### config.mk
export PLATFORM = sky130hd
export DESIGN_NAME = iacc_top
export DESIGN_NICKNAME = d
export VERILOG_FILES = /design/src/core/iacc_pkg.sv /design/src/core/iacc_arb_if.sv /design/src/core/iacc_arbiter.sv /design/src/core/iacc_top.sv
export VERILOG_INCLUDE_DIRS = /design/src /design/src/core
export SDC_FILE = /design/constraint.sdc
export NUM_CORES = 1
export LEC_CHECK = 0
export BUFFER_PORTS_ARGS = -buffer_cell sky130_fd_sc_hd__buf_2
export CAP_MARGIN = 20
export CORE_MARGIN = 2
export CORE_UTILIZATION = 45
export CTS_CLUSTER_SIZE = 24
export DETAILED_ROUTE_END_ITERATION = 7
export PLACE_DENSITY_LB_ADDON = 0.25
export SLEW_MARGIN = 10
export SYNTH_ARGS = -nofsm -noshare
export SYNTH_HDL_FRONTEND = slang
export SYNTH_SLANG_ARGS = --single-unit
export TNS_END_PERCENT = 20
### constraint.sdc
create_clock -name pclk -period 18.05 [get_ports pclk]
set_clock_uncertainty 0.05 [all_clocks]
set_input_delay 2.7075 -clock pclk [delete_from_list [all_inputs] [get_ports pclk]]
set_output_delay 2.7075 -clock pclk [all_outputs]
set_load 0.02 [all_outputs]
### src/core/iacc_map.svh
// register offsets, field positions, reset values and timing counts of the accept block
`ifndef IACC_MAP_SVH
`define IACC_MAP_SVH
// ***************************************************************
// register offsets (byte addresses)
// ***************************************************************
`define IACC_OFF_PEND 8'h00
`define IACC_OFF_LEVEL 8'h04
`define IACC_OFF_USP 8'h08
`define IACC_OFF_ISP 8'h0C
`define IACC_OFF_PORT8 8'h10
`define IACC_OFF_CM1 8'h14
`define IACC_OFF_EVT 8'h18
`define IACC_OFF_MASK 8'h1C
// ***************************************************************
// field positions
// ***************************************************************
`define IACC_P8_NMI_BIT 5
`define IACC_CM1_STOP_BIT 0
`define IACC_EVT_NMI 0
`define IACC_EVT_ACCEPT 1
`define IACC_EVT_PROG 2
`define IACC_INFO_LVL_LSB 4
// ***************************************************************
// reset values
// ***************************************************************
`define IACC_SP_RESET 16'h0000
`define IACC_LEVEL_RESET 24'h000000
// ***************************************************************
// timing: nmi low or high phase, 2 clocks plus 300 ns at 25 ns
// ***************************************************************
`define IACC_CLK_NS 25
`define IACC_NMI_EXTRA_NS 300
`define IACC_NMI_MIN_CLKS 2
`define IACC_NMI_MIN_CYC (`IACC_NMI_MIN_CLKS + (`IACC_NMI_EXTRA_NS + `IACC_CLK_NS - 1) / `IACC_CLK_NS)
`endif

### src/core/iacc_pkg.sv
// types shared by the accept block and its arbiter
package iacc_pkg;
    typedef logic [2:0] iacc_level_t;
    typedef logic [15:0] iacc_sp_t;
    typedef logic [7:0] iacc_info_t;
    typedef logic [2:0] iacc_evt_t;
endpackage

### src/core/iacc_arb_if.sv
// carrier between the accept block and its priority arbiter
interface iacc_arb_if #(parameter int N = 8, parameter int NW = 3);
    logic [N-1:0] pend;
    logic [N*3-1:0] level;
    logic sel_valid;
    logic [NW-1:0] sel_num;
    logic [2:0] sel_level;
    modport ctl (output pend, output level, input sel_valid, input sel_num, input sel_level);
    modport arb (input pend, input level, output sel_valid, output sel_num, output sel_level);
endinterface

### src/core/iacc_arbiter.sv
// priority arbiter: picks the enabled pending source with the highest level
module iacc_arbiter #(
    parameter int N = 8,
    parameter int NW = 3
) (
    iacc_arb_if.arb arb
);
    import iacc_pkg::*;

    // level zero means disabled; on equal levels the lower number wins
    always_comb begin
        logic found;
        logic [NW-1:0] num;
        logic [2:0] lvl;
        found = 1'b0;
        num = '0;
        lvl = 3'h0;
        for (int i = 0; i < N; i++) begin
            if (arb.pend[i] && (arb.level[i*3 +: 3] > lvl)) begin
                found = 1'b1;
                num = NW'(i);
                lvl = arb.level[i*3 +: 3];
            end
        end
        arb.sel_valid = found;
        arb.sel_num = num;
        arb.sel_level = lvl;
    end
endmodule // iacc_arbiter

### src/core/iacc_top.sv
// interrupt accept and nmi logic with its apb register slave
//
// Our own choices: the address map and the APB slave port.
`include "iacc_map.svh"
module iacc_top #(
    parameter int N = 8,
    parameter int NW = 3
) (
    input wire logic pclk,
    input wire logic presetn,
    input wire logic psel,
    input wire logic penable,
    input wire logic pwrite,
    input wire logic [7:0] paddr,
    input wire logic [31:0] pwdata,
    output logic [31:0] prdata,
    output logic pready,
    output logic pslverr,
    input wire logic [N-1:0] src_req,
    input wire logic nmi_pin_n,
    input wire logic cpu_instr_done,
    input wire logic cpu_info_rd,
    input wire logic cpu_prog_rd,
    input wire logic cpu_nmi_ack,
    input wire logic cpu_wait_mode,
    output logic cpu_irq_req,
    output logic cpu_nmi_req,
    output iacc_pkg::iacc_info_t cpu_info_data,
    output logic cpu_halt,
    output logic stop_mode_req,
    output iacc_pkg::iacc_sp_t user_stack_pointer,
    output iacc_pkg::iacc_sp_t interrupt_stack_pointer,
    output logic irq
);
    import iacc_pkg::*;

    // ***************************************************************
    // apb decode
    // ***************************************************************
    logic wr;
    logic setup;
    logic hit;
    assign wr = psel && penable && pwrite;
    assign setup = psel && !penable;
    assign hit = (paddr == `IACC_OFF_PEND) || (paddr == `IACC_OFF_LEVEL) ||
                 (paddr == `IACC_OFF_USP) || (paddr == `IACC_OFF_ISP) ||
                 (paddr == `IACC_OFF_PORT8) || (paddr == `IACC_OFF_CM1) ||
                 (paddr == `IACC_OFF_EVT) || (paddr == `IACC_OFF_MASK);
    // zero wait states; unmapped addresses end with an error
    assign pready = 1'b1;
    assign pslverr = psel && penable && !hit;

    // ***************************************************************
    // nmi pin synchroniser and level filter
    // ***************************************************************
    logic nmi_s1, nmi_s2, nmi_s3, nmi_lvl;
    logic next_nmi_lvl;
    logic nmi_fall;
    // the level only moves once two late stages agree; the pin holds each
    // phase far longer than this, so no edge is missed
    always_comb begin
        next_nmi_lvl = (nmi_s2 == nmi_s3) ? nmi_s3 : nmi_lvl;
    end
    assign nmi_fall = nmi_lvl && !next_nmi_lvl;
    // stage one feeds only stage two
    always_ff @(posedge pclk or negedge presetn) begin
        if (!presetn) begin
            nmi_s1 <= 1'b1;
            nmi_s2 <= 1'b1;
            nmi_s3 <= 1'b1;
            nmi_lvl <= 1'b1;
        end else begin
            nmi_s1 <= nmi_pin_n;
            nmi_s2 <= nmi_s1;
            nmi_s3 <= nmi_s2;
            nmi_lvl <= next_nmi_lvl;
        end
    end

    // ***************************************************************
    // pending flags and arbiter
    // ***************************************************************
    iacc_arb_if #(.N(N), .NW(NW)) arb_if ();
    iacc_arbiter #(.N(N), .NW(NW)) u_arb (.arb(arb_if.arb));

    logic [N-1:0] pend;
    logic [N-1:0] next_pend;
    logic [N*3-1:0] level;
    logic info_rd;
    assign info_rd = cpu_info_rd || cpu_prog_rd;
    assign arb_if.pend = pend;
    assign arb_if.level = level;

    // a new request wins over a clear in the same cycle
    generate
        for (genvar i = 0; i < N; i++) begin : g_src
            logic acc_clr;
            logic sw_clr;
            assign acc_clr = info_rd && arb_if.sel_valid && (arb_if.sel_num == NW'(i));
            assign sw_clr = wr && (paddr == `IACC_OFF_PEND) && pwdata[i];
            assign next_pend[i] = src_req[i] ? 1'b1 :
                                  ((acc_clr || sw_clr) ? 1'b0 : pend[i]);
        end
    endgenerate
    always_ff @(posedge pclk or negedge presetn) begin
        if (!presetn) begin
            pend <= '0;
        end else begin
            pend <= next_pend;
        end
    end

    // ***************************************************************
    // interrupt information word
    // ***************************************************************
    iacc_info_t next_info;
    // ordinary program reads take the same path, so they also clear a flag
    always_comb begin
        next_info = cpu_info_data;
        if (info_rd) begin
            next_info = '0;
            if (arb_if.sel_valid) begin
                next_info[NW-1:0] = arb_if.sel_num;
                next_info[`IACC_INFO_LVL_LSB +: 3] = arb_if.sel_level;
            end
        end
    end
    always_ff @(posedge pclk or negedge presetn) begin
        if (!presetn) begin
            cpu_info_data <= '0;
        end else begin
            cpu_info_data <= next_info;
        end
    end

    // ***************************************************************
    // first instruction guard, nmi request, wait halt
    // ***************************************************************
    logic first_done, nmi_pend;
    logic next_first_done, next_nmi_pend, next_halt;
    always_comb begin
        next_first_done = first_done || cpu_instr_done;
        // no enable bit exists here, the edge always latches
        next_nmi_pend = nmi_fall ? 1'b1 : (cpu_nmi_ack ? 1'b0 : nmi_pend);
        // nmi falling in wait stalls the cpu; it leaves on a later interrupt request
        if (nmi_fall && cpu_wait_mode) begin
            next_halt = 1'b1;
        end else if (cpu_irq_req) begin
            next_halt = 1'b0;
        end else begin
            next_halt = cpu_halt;
        end
    end
    always_ff @(posedge pclk or negedge presetn) begin
        if (!presetn) begin
            first_done <= 1'b0;
            nmi_pend <= 1'b0;
            cpu_halt <= 1'b0;
        end else begin
            first_done <= next_first_done;
            nmi_pend <= next_nmi_pend;
            cpu_halt <= next_halt;
        end
    end
    // both requests stay quiet until the first instruction retires
    assign cpu_irq_req = first_done && arb_if.sel_valid;
    assign cpu_nmi_req = first_done && nmi_pend;

    // ***************************************************************
    // software registers
    // ***************************************************************
    iacc_sp_t next_usp, next_isp;
    logic [N*3-1:0] next_level;
    logic next_stop;
    iacc_evt_t evt, mask, next_evt, next_mask;
    always_comb begin
        next_usp = user_stack_pointer;
        next_isp = interrupt_stack_pointer;
        next_level = level;
        next_mask = mask;
        next_stop = stop_mode_req;
        if (wr && paddr == `IACC_OFF_USP) begin
            next_usp = pwdata[15:0];
        end
        if (wr && paddr == `IACC_OFF_ISP) begin
            next_isp = pwdata[15:0];
        end
        if (wr && paddr == `IACC_OFF_LEVEL) begin
            next_level = pwdata[N*3-1:0];
        end
        if (wr && paddr == `IACC_OFF_MASK) begin
            next_mask = pwdata[2:0];
        end
        if (wr && paddr == `IACC_OFF_CM1) begin
            next_stop = pwdata[`IACC_CM1_STOP_BIT];
        end
        // a low nmi pins the stop request at zero, writes included
        if (!nmi_lvl) begin
            next_stop = 1'b0;
        end
        // sticky events: write one clears, a fresh event wins
        next_evt = evt;
        if (wr && paddr == `IACC_OFF_EVT) begin
            next_evt = evt & ~pwdata[2:0];
        end
        next_evt[`IACC_EVT_NMI] = next_evt[`IACC_EVT_NMI] | nmi_fall;
        next_evt[`IACC_EVT_ACCEPT] = next_evt[`IACC_EVT_ACCEPT] | cpu_info_rd;
        next_evt[`IACC_EVT_PROG] = next_evt[`IACC_EVT_PROG] | cpu_prog_rd;
    end
    always_ff @(posedge pclk or negedge presetn) begin
        if (!presetn) begin
            user_stack_pointer <= `IACC_SP_RESET;
            interrupt_stack_pointer <= `IACC_SP_RESET;
            level <= `IACC_LEVEL_RESET;
            mask <= '0;
            evt <= '0;
            stop_mode_req <= 1'b0;
        end else begin
            user_stack_pointer <= next_usp;
            interrupt_stack_pointer <= next_isp;
            level <= next_level;
            mask <= next_mask;
            evt <= next_evt;
            stop_mode_req <= next_stop;
        end
    end
    assign irq = |(evt & mask);

    // ***************************************************************
    // read data, captured in the setup cycle
    // ***************************************************************
    logic [31:0] next_prdata;
    always_comb begin
        next_prdata = prdata;
        if (setup) begin
            next_prdata = '0;
            case (paddr)
                `IACC_OFF_PEND: next_prdata[N-1:0] = pend;
                `IACC_OFF_LEVEL: next_prdata[N*3-1:0] = level;
                `IACC_OFF_USP: next_prdata[15:0] = user_stack_pointer;
                `IACC_OFF_ISP: next_prdata[15:0] = interrupt_stack_pointer;
                `IACC_OFF_PORT8: next_prdata[`IACC_P8_NMI_BIT] = nmi_lvl;
                `IACC_OFF_CM1: next_prdata[`IACC_CM1_STOP_BIT] = stop_mode_req;
                `IACC_OFF_EVT: next_prdata[2:0] = evt;
                `IACC_OFF_MASK: next_prdata[2:0] = mask;
                default: next_prdata = '0;
            endcase
        end
    end
    always_ff @(posedge pclk or negedge presetn) begin
        if (!presetn) begin
            prdata <= '0;
        end else begin
            prdata <= next_prdata;
        end
    end
endmodule // iacc_top

==> run metrics, run 1 <==
status=finished, final reports clean; dpl cell area=0.006454 mm²; Period Utilization, post-route=76.11%; Die Wd=between 100 and 150 µm; IO Count=between 100 and 150; initial antenna violation count=0; Max FO, Critical Path=10; CP arrival=10.98 ns; Final min period=between 10 and 15 ns; Post-Syn Area per Cell=11.02 µm²; Cell Pwr Density=81.45 mW/mm²; Root Buffer=clkbuf_16; Post-CTS Hold Buffers=0; vias in the first global route=4551; largest net degree at the start of global routing=59; RR Startpoint=arb_if.pend[0]$_DFFE_PN0P_; WL/cell=about 18 µm; post-synthesis sequential area ratio=between 40% and 50%; final setup violation count=0; number of synthesis warnings=0; Synth async-reset ratio=100.0%; R2R Setup Slk=roughly 7.1 ns; Clk pin slew, worst setup/hold paths=0.07 ns; total track usage=~22%; 1st-iter DRT viols=245; synth cell count leaders=dfrtp_1 (104), mux2_2 (65), nand2_1 (57); placed cell count=792; worst rel slew slack=45.33%; Yosys top cell by area=dfrtp_1; #FFs+latches synth=108; post-route antenna net violation count=0; Ant. Diodes=0; WS Path Type=reg -> out; die area=0.01373 mm²; CP max stage delay=approximately 0.54 ns; commonest register cell after synthesis=dfrtp_1; RSZ-0062 raised after global routing=no; Yosys cell types=74; Post-synth EDFFs=0; share of cells above drive strength 1=38.74%; Syn-to-layout area delta=16.87%; VDD IR max=0.04131 mV; most used cell, CP=ha_1; CP startpoint kind=register; CTS tree=yes; htree depth=3; Final GP Congestion=0.8758; Register-to-Register Path Depth=44; final slew viol count=0; hold depth=0; top post-synthesis cells by area=dfrtp_1 (45%), mux2_2 (13%), nand2_1 (3.7%); Cells after Synth=523; first-pass GRT wire length=23040 µm; I/O Buffers=118; Die Y-Extent=117.2 µm; worst slew pin tran=0.8201 ns; Crit path required time=15.29 ns; row count=41; via count=about 4500; nets=703; Post-Route Setup TNS=0 ns; Worst Hold Path EP=nmi_s2$_DFF_PN1_; final wirelength=14400 µm; Max Fclk=72.79 MHz; final instance area=about 0.0067 mm²; reg2reg end=arb_if.pend[2]$_DFFE_PN0P_; Initial Utilization=45.84%; final hold vios=0; Finished Layout Cells=between 800 and 900; Lkg Pwr=3.280 nW; worst hold path type=reg -> reg; post-synthesis cell area=0.005762 mm²; top-area cell type share of the netlist area=45.17%; Post-CTS Setup Inserts=0; clk_lat worst skew=approximately 0.35 ns; Pre-antenna DRT Iters=4; clk buf depth=2; core box area=0.01257 mm²; DRC=0; total CTS buffers=9; most common cell in the netlist=dfrtp_1; total of max-cap violations=0; slowest stage cell, crit path=dfrtp_1; Worst setup EP type=primary output; min-delay src=nmi_s1$_DFF_PN1_; post-CTS sizing=0; vias per cell=5.572; DP HPWL=10910 µm; clock sinks=108; total congestion overflow=0
[kinds of logic (layout without fill, tap and decap cells)]
family / Yosys count / count (layout) / synth area share [%]
AO/OA/AOI/OAI: 123 / 123 / 15.79
adder cells (fa/ha/maj): 15 / 15 / 3.171
flip-flops: 108 / 108 / 46.99
AND/OR/NAND/NOR: 140 / 140 / 12.10
other: 2 / 11 / 0.1303
buffers and inverters: 51 / 154 / 4.234
multiplexers: 84 / 84 / 17.59
[cell type report]
| class | count | area [µm²] |
|---|---|---|
| timing repair buffer | 122 | 623.1 |
| clock inverter | 4 | 25.02 |
| fill | 1145 | 5834 |
| multi-input combinational | 373 | 2846 |
| sequential | 108 | 2708 |
| tap | 172 | 215.2 |
| inverter | 17 | 63.81 |
| clock buffer | 11 | 252.7 |
[registers in the layout, summed over array words and instances, names as in the netlist]
| name | cells |
|---|---|
| cpu_halt | 1 |
| first_done | 1 |
| nmi_lvl | 1 |
| nmi_s3 | 1 |
| arb_if.level | 24 |
| user_stack_pointer | 16 |
| nmi_pend | 1 |
| prdata | 24 |
| interrupt_stack_pointer | 16 |
| evt | 3 |
| stop_mode_req | 1 |
| mask | 3 |
| nmi_s2 | 1 |
| cpu_info_data | 6 |
| arb_if.pend | 8 |
| nmi_s1 | 1 |
[worst max path at each step]
| stage | slack (ns) | startpoint | end | cells past startpoint |
|---|---|---|---|---|
| after floorplan | 6.19 | arb_if.pend[0]$_DFFE_PN0P_ | cpu_irq_req | 43 |
| after global placement | 4.92 | arb_if.pend[0]$_DFFE_PN0P_ | cpu_irq_req | 44 |
| after detailed placement | 4.70 | arb_if.pend[0]$_DFFE_PN0P_ | cpu_irq_req | 44 |
| after CTS | 4.27 | arb_if.pend[0]$_DFFE_PN0P_ | cpu_irq_req | 44 |
| after global routing | 3.48 | arb_if.pend[0]$_DFFE_PN0P_ | cpu_irq_req | 44 |
| final | 4.31 | arb_if.pend[0]$_DFFE_PN0P_ | cpu_irq_req | 44 |
[worst max-delay path, delay by kind of cell (launching register included)]
| kind | cells | cell delay (ns) |
|---|---|---|
| buf+inv | 2 | 0.26 |
| compound gates | 16 | 3.92 |
| fa+ha+maj | 8 | 2.35 |
| mux | 4 | 1.48 |
| flops | 1 | 0.54 |
| simple gates | 14 | 2.07 |
[cells in the final DEF, fill, tap and decap left out, types with 10 or more instances in the layout]
cell     instances
a22o_1          10
a22oi_1         10
buf_2          117
conb_1          11
dfrtp_1        104
ha_1            13
inv_1           17
mux2_2          65
nand2_1         57
nand3_1         12
nor2_1          21
o21ai_0         38
[per-stage QoR]
step,hold slack [ns],power (W),worst slack [ns],util [%]
final,0.3101,0.0005485,4.312,53.58
after global routing,0.3184,0.0005760,3.475,53.58
after CTS,0.3092,0.0005534,4.268,53.56
after detailed placement,0.2995,0.0003664,4.700,51.35
after global placement,0.2964,0.0003634,4.921,51.35
after floorplan,0.2952,0.0003314,6.186,-
[where the power goes]
group	internal [W]	switching, W
combinational	0.0000382	0.0000619
clock	0.0000999	0.0000875
sequential	0.000252	0.00000898
total	0.000390	0.000158
[layer usage]
metal / global-route usage, % / vias to the layer above / wire (µm)
li1: - / 2119 / -
met1: 27.90 / 2235 / 6171
met2: 37.13 / 114 / 7185
met3: 4.840 / 29 / 620
met4: 9.725 / 0 / 422
met5: 0 / - / 0
(Power assumes the default switching activity.)
==> run 2: changes to the inputs <==
Settings changed: ABC_AREA from default to 1.
Clock period 18.05 ns to 13.3 ns, I/O delays scaled along.
==> run 2 against run 1 <==
  * Power rose by 57%
  * Combinational power up 110%
  * Sequential share of layout area is 0.66 points higher
  * Flip-flop and latch count unchanged
  * Area after synthesis shrank 3.2%
  * Wire length decreased by 0.40%
  * Worst setup slack worse by 2.4 ns
  * Synthesized cell count up 31%
  * Largest power group unchanged
==> run metrics, run 2 <==
1st-iter DRT viols=310 (+27%); final hold vios=0 (unchanged); row count=40 (-2.4%); clock sinks=108 (unchanged); Post-Syn Area per Cell=8.153 µm² (-26%); Syn-to-layout area delta=18.80%; top post-synthesis cells by area=dfrtp_1 (47%), nand2_1 (12%), o21ai_0 (7.9%); final wirelength=14340 µm (-0.40%); Pre-antenna DRT Iters=5 (+1); Yosys cell types=39 (-47%); final slew viol count=0 (unchanged); htree depth=3 (unchanged); Initial Utilization=46.23% (+0.39 points); #FFs+latches synth=108 (unchanged); die area=0.01330 mm² (-3.1%); total track usage=22.37% (+0.12 points); via count=4952 (+10%); most common cell in the netlist=nand2_1; Post-CTS Setup Inserts=0 (unchanged); worst slew pin tran=0.9291 ns (+0.1090 ns); Worst setup EP type=primary output; Synth async-reset ratio=100.0% (unchanged); slowest stage cell, crit path=dfrtp_1; RSZ-0062 raised after global routing=no; number of synthesis warnings=0 (unchanged); post-synthesis compound-gate area fraction=15.75% (-0.037 points); total of max-cap violations=0 (unchanged); total CTS buffers=9 (unchanged); WL/cell=14.77 µm (-17%); Root Buffer=clkbuf_16; VDD IR max=0.07764 mV (+88%); multiplexer share of the synthesized area=0.2019% (-17 points); status=finished, final reports clean; DRC=0 (unchanged); Lkg Pwr=3.477 nW (+6.0%); share of cells above drive strength 1=22.79% (-16 points); CP arrival=9.35 ns (-1.63 ns); Cell Pwr Density=129.8 mW/mm² (+59%); worst rel slew slack=37.91% (-7.4 points); commonest non-fill, non-tap cells in the layout=nand2_1 (181), buf_2 (117), dfrtp_1 (104); Max Fclk=87.75 MHz; clk_lat worst skew=0.35 ns (about the same); commonest non-fill, non-tap cell in the layout=nand2_1; post-synthesis sequential area ratio=48.55% (+1.6 points); vias in the first global route=4891 (+7.5%); final setup violation count=0 (unchanged); Period Utilization, post-route=85.68%; CTS tree=yes; nets=871 (+24%); Die Y-Extent=115.3 µm (-1.6%); total congestion overflow=0 (unchanged); Final min period=11.40 ns; CP startpoint kind=register; I/O Buffers=118 (unchanged); adder-cell share of the synthesized area=3.096% (-0.074 points); Finished Layout Cells=971 (+20%); commonest register cell after synthesis=dfrtp_1; fin util=54.93% (+1.3 points); CP max stage delay=0.41 ns (-0.13 ns); Crit path required time=11.26 ns (-4.03 ns); placed cell count=956 (+21%); Yosys top cell by area=dfrtp_1; combinational family with the most area after synthesis=simple AND/OR/NAND/NOR gates; Synth Area in Simple Gates=23.24% (+11 points); Regs by FF count=arb_if.level (24), prdata (24); DP HPWL=10800 µm (-1.0%); largest net degree at the start of global routing=57 (-3.4%); Final GP Congestion=0.8996 (+2.7%); WS Path Type=reg -> out; post-route antenna net violation count=0 (unchanged); worst hold path type=reg -> reg; initial antenna violation count=0 (unchanged); post-synthesis cell area=0.005577 mm² (-3.2%); Cells after Synth=684 (+31%); Ant. Diodes=0 (unchanged); Die Wd=115.3 µm (-1.6%); Post-Route Setup TNS=0 ns (unchanged); first-pass GRT wire length=23240 µm (+0.87%); vias per cell=5.100 (-8.5%); post-synthesis xor/xnor area fraction=0% (unchanged); top-area cell type share of the netlist area=46.67% (+1.5 points); Clk pin slew, worst setup/hold paths=0.07 ns (about the same); clk buf depth=2 (unchanged); Post-synth EDFFs=0 (unchanged); IO Count=138 (unchanged); Post-CTS Hold Buffers=0 (unchanged); synth cell count leaders=nand2_1 (181), dfrtp_1 (104), inv_1 (89); post-CTS sizing=0 (unchanged); core box area=0.01206 mm² (-4.0%); Max FO, Critical Path=10 (unchanged)
run 2: cells by family after synthesis:
| logic type | after synthesis |
|---|---|
| AO/OA/AOI/OAI | 148 |
| flip-flops | 108 |
| adder cells (fa/ha/maj) | 14 |
| buffers and inverters | 123 |
| multiplexers | 1 |
| AND/OR/NAND/NOR | 288 |
| other | 2 |
run 2: report_power, final:
group / switching (W) / internal [W] / leakage, nW
Combinational: 0.000143 / 0.0000684 / 1.95
Sequential: 0.0000143 / 0.000347 / 1.37
Clock: 0.000118 / 0.000169 / 0.156
Total: 0.000275 / 0.000585 / 3.48
run 2: cell type report:
type / count / area, µm²
Fill cell: 1159 / 5436
Inverter: 94 / 352.8
Multi-Input combinational cell: 462 / 2400
Clock buffer: 11 / 242.7
Clock inverter: 4 / 73.82
Tap cell: 168 / 210.2
Sequential cell: 108 / 2708
Timing Repair Buffer: 124 / 638.1
run 2: worst max-delay path: cells and delay by family, from the launching register on:
kind | cells | cell delay [ns]
adder cells (fa/ha/maj) | 7 | 2.00
AO/OA/AOI/OAI | 12 | 2.50
AND/OR/NAND/NOR | 27 | 3.30
flip-flops | 1 | 0.41
buffers and inverters | 7 | 0.80
run 2: final timing paths:
check	startpoint	end	slack (ns)	cells after the start
max	arb_if.level[2]$_DFFE_PN0P_	cpu_irq_req	1.90	53
max reg2reg	arb_if.level[2]$_DFFE_PN0P_	arb_if.pend[7]$_DFFE_PN0P_	4.16	53
min reg2reg	nmi_s1$_DFF_PN1_	nmi_s2$_DFF_PN1_	0.31	0
max in group asynchronous	presetn	evt[0]$_DFF_PN0_	10.42	2
min	nmi_s1$_DFF_PN1_	nmi_s2$_DFF_PN1_	0.31	0
min in group asynchronous	presetn	interrupt_stack_pointer[13]$_DFFE_PN0P_	1.63	1
run 2: layer usage:
layer	GRT usage, %	vias up	part of all wire, %
met5	0	-	0
met3	3.795	26	5.4
met2	36.61	177	46
li1	-	2430	-
met4	8.032	0	2.3
met1	30.07	2319	46
run 2: per-stage QoR:
step / setup WS (ns) / hold WS, ns / area [µm²] / power [W]
final: 1.904 / 0.3057 / 6625 / 0.0008598
after global routing: 1.100 / 0.3060 / 6625 / 0.0009058
after CTS: 1.905 / 0.3045 / 6625 / 0.0008652
after detailed placement: 2.289 / 0.2988 / 6309 / 0.0005788
after global placement: 2.637 / 0.2988 / 6309 / 0.0005728
after floorplan: 3.447 / 0.2952 / 5610 / 0.0005194
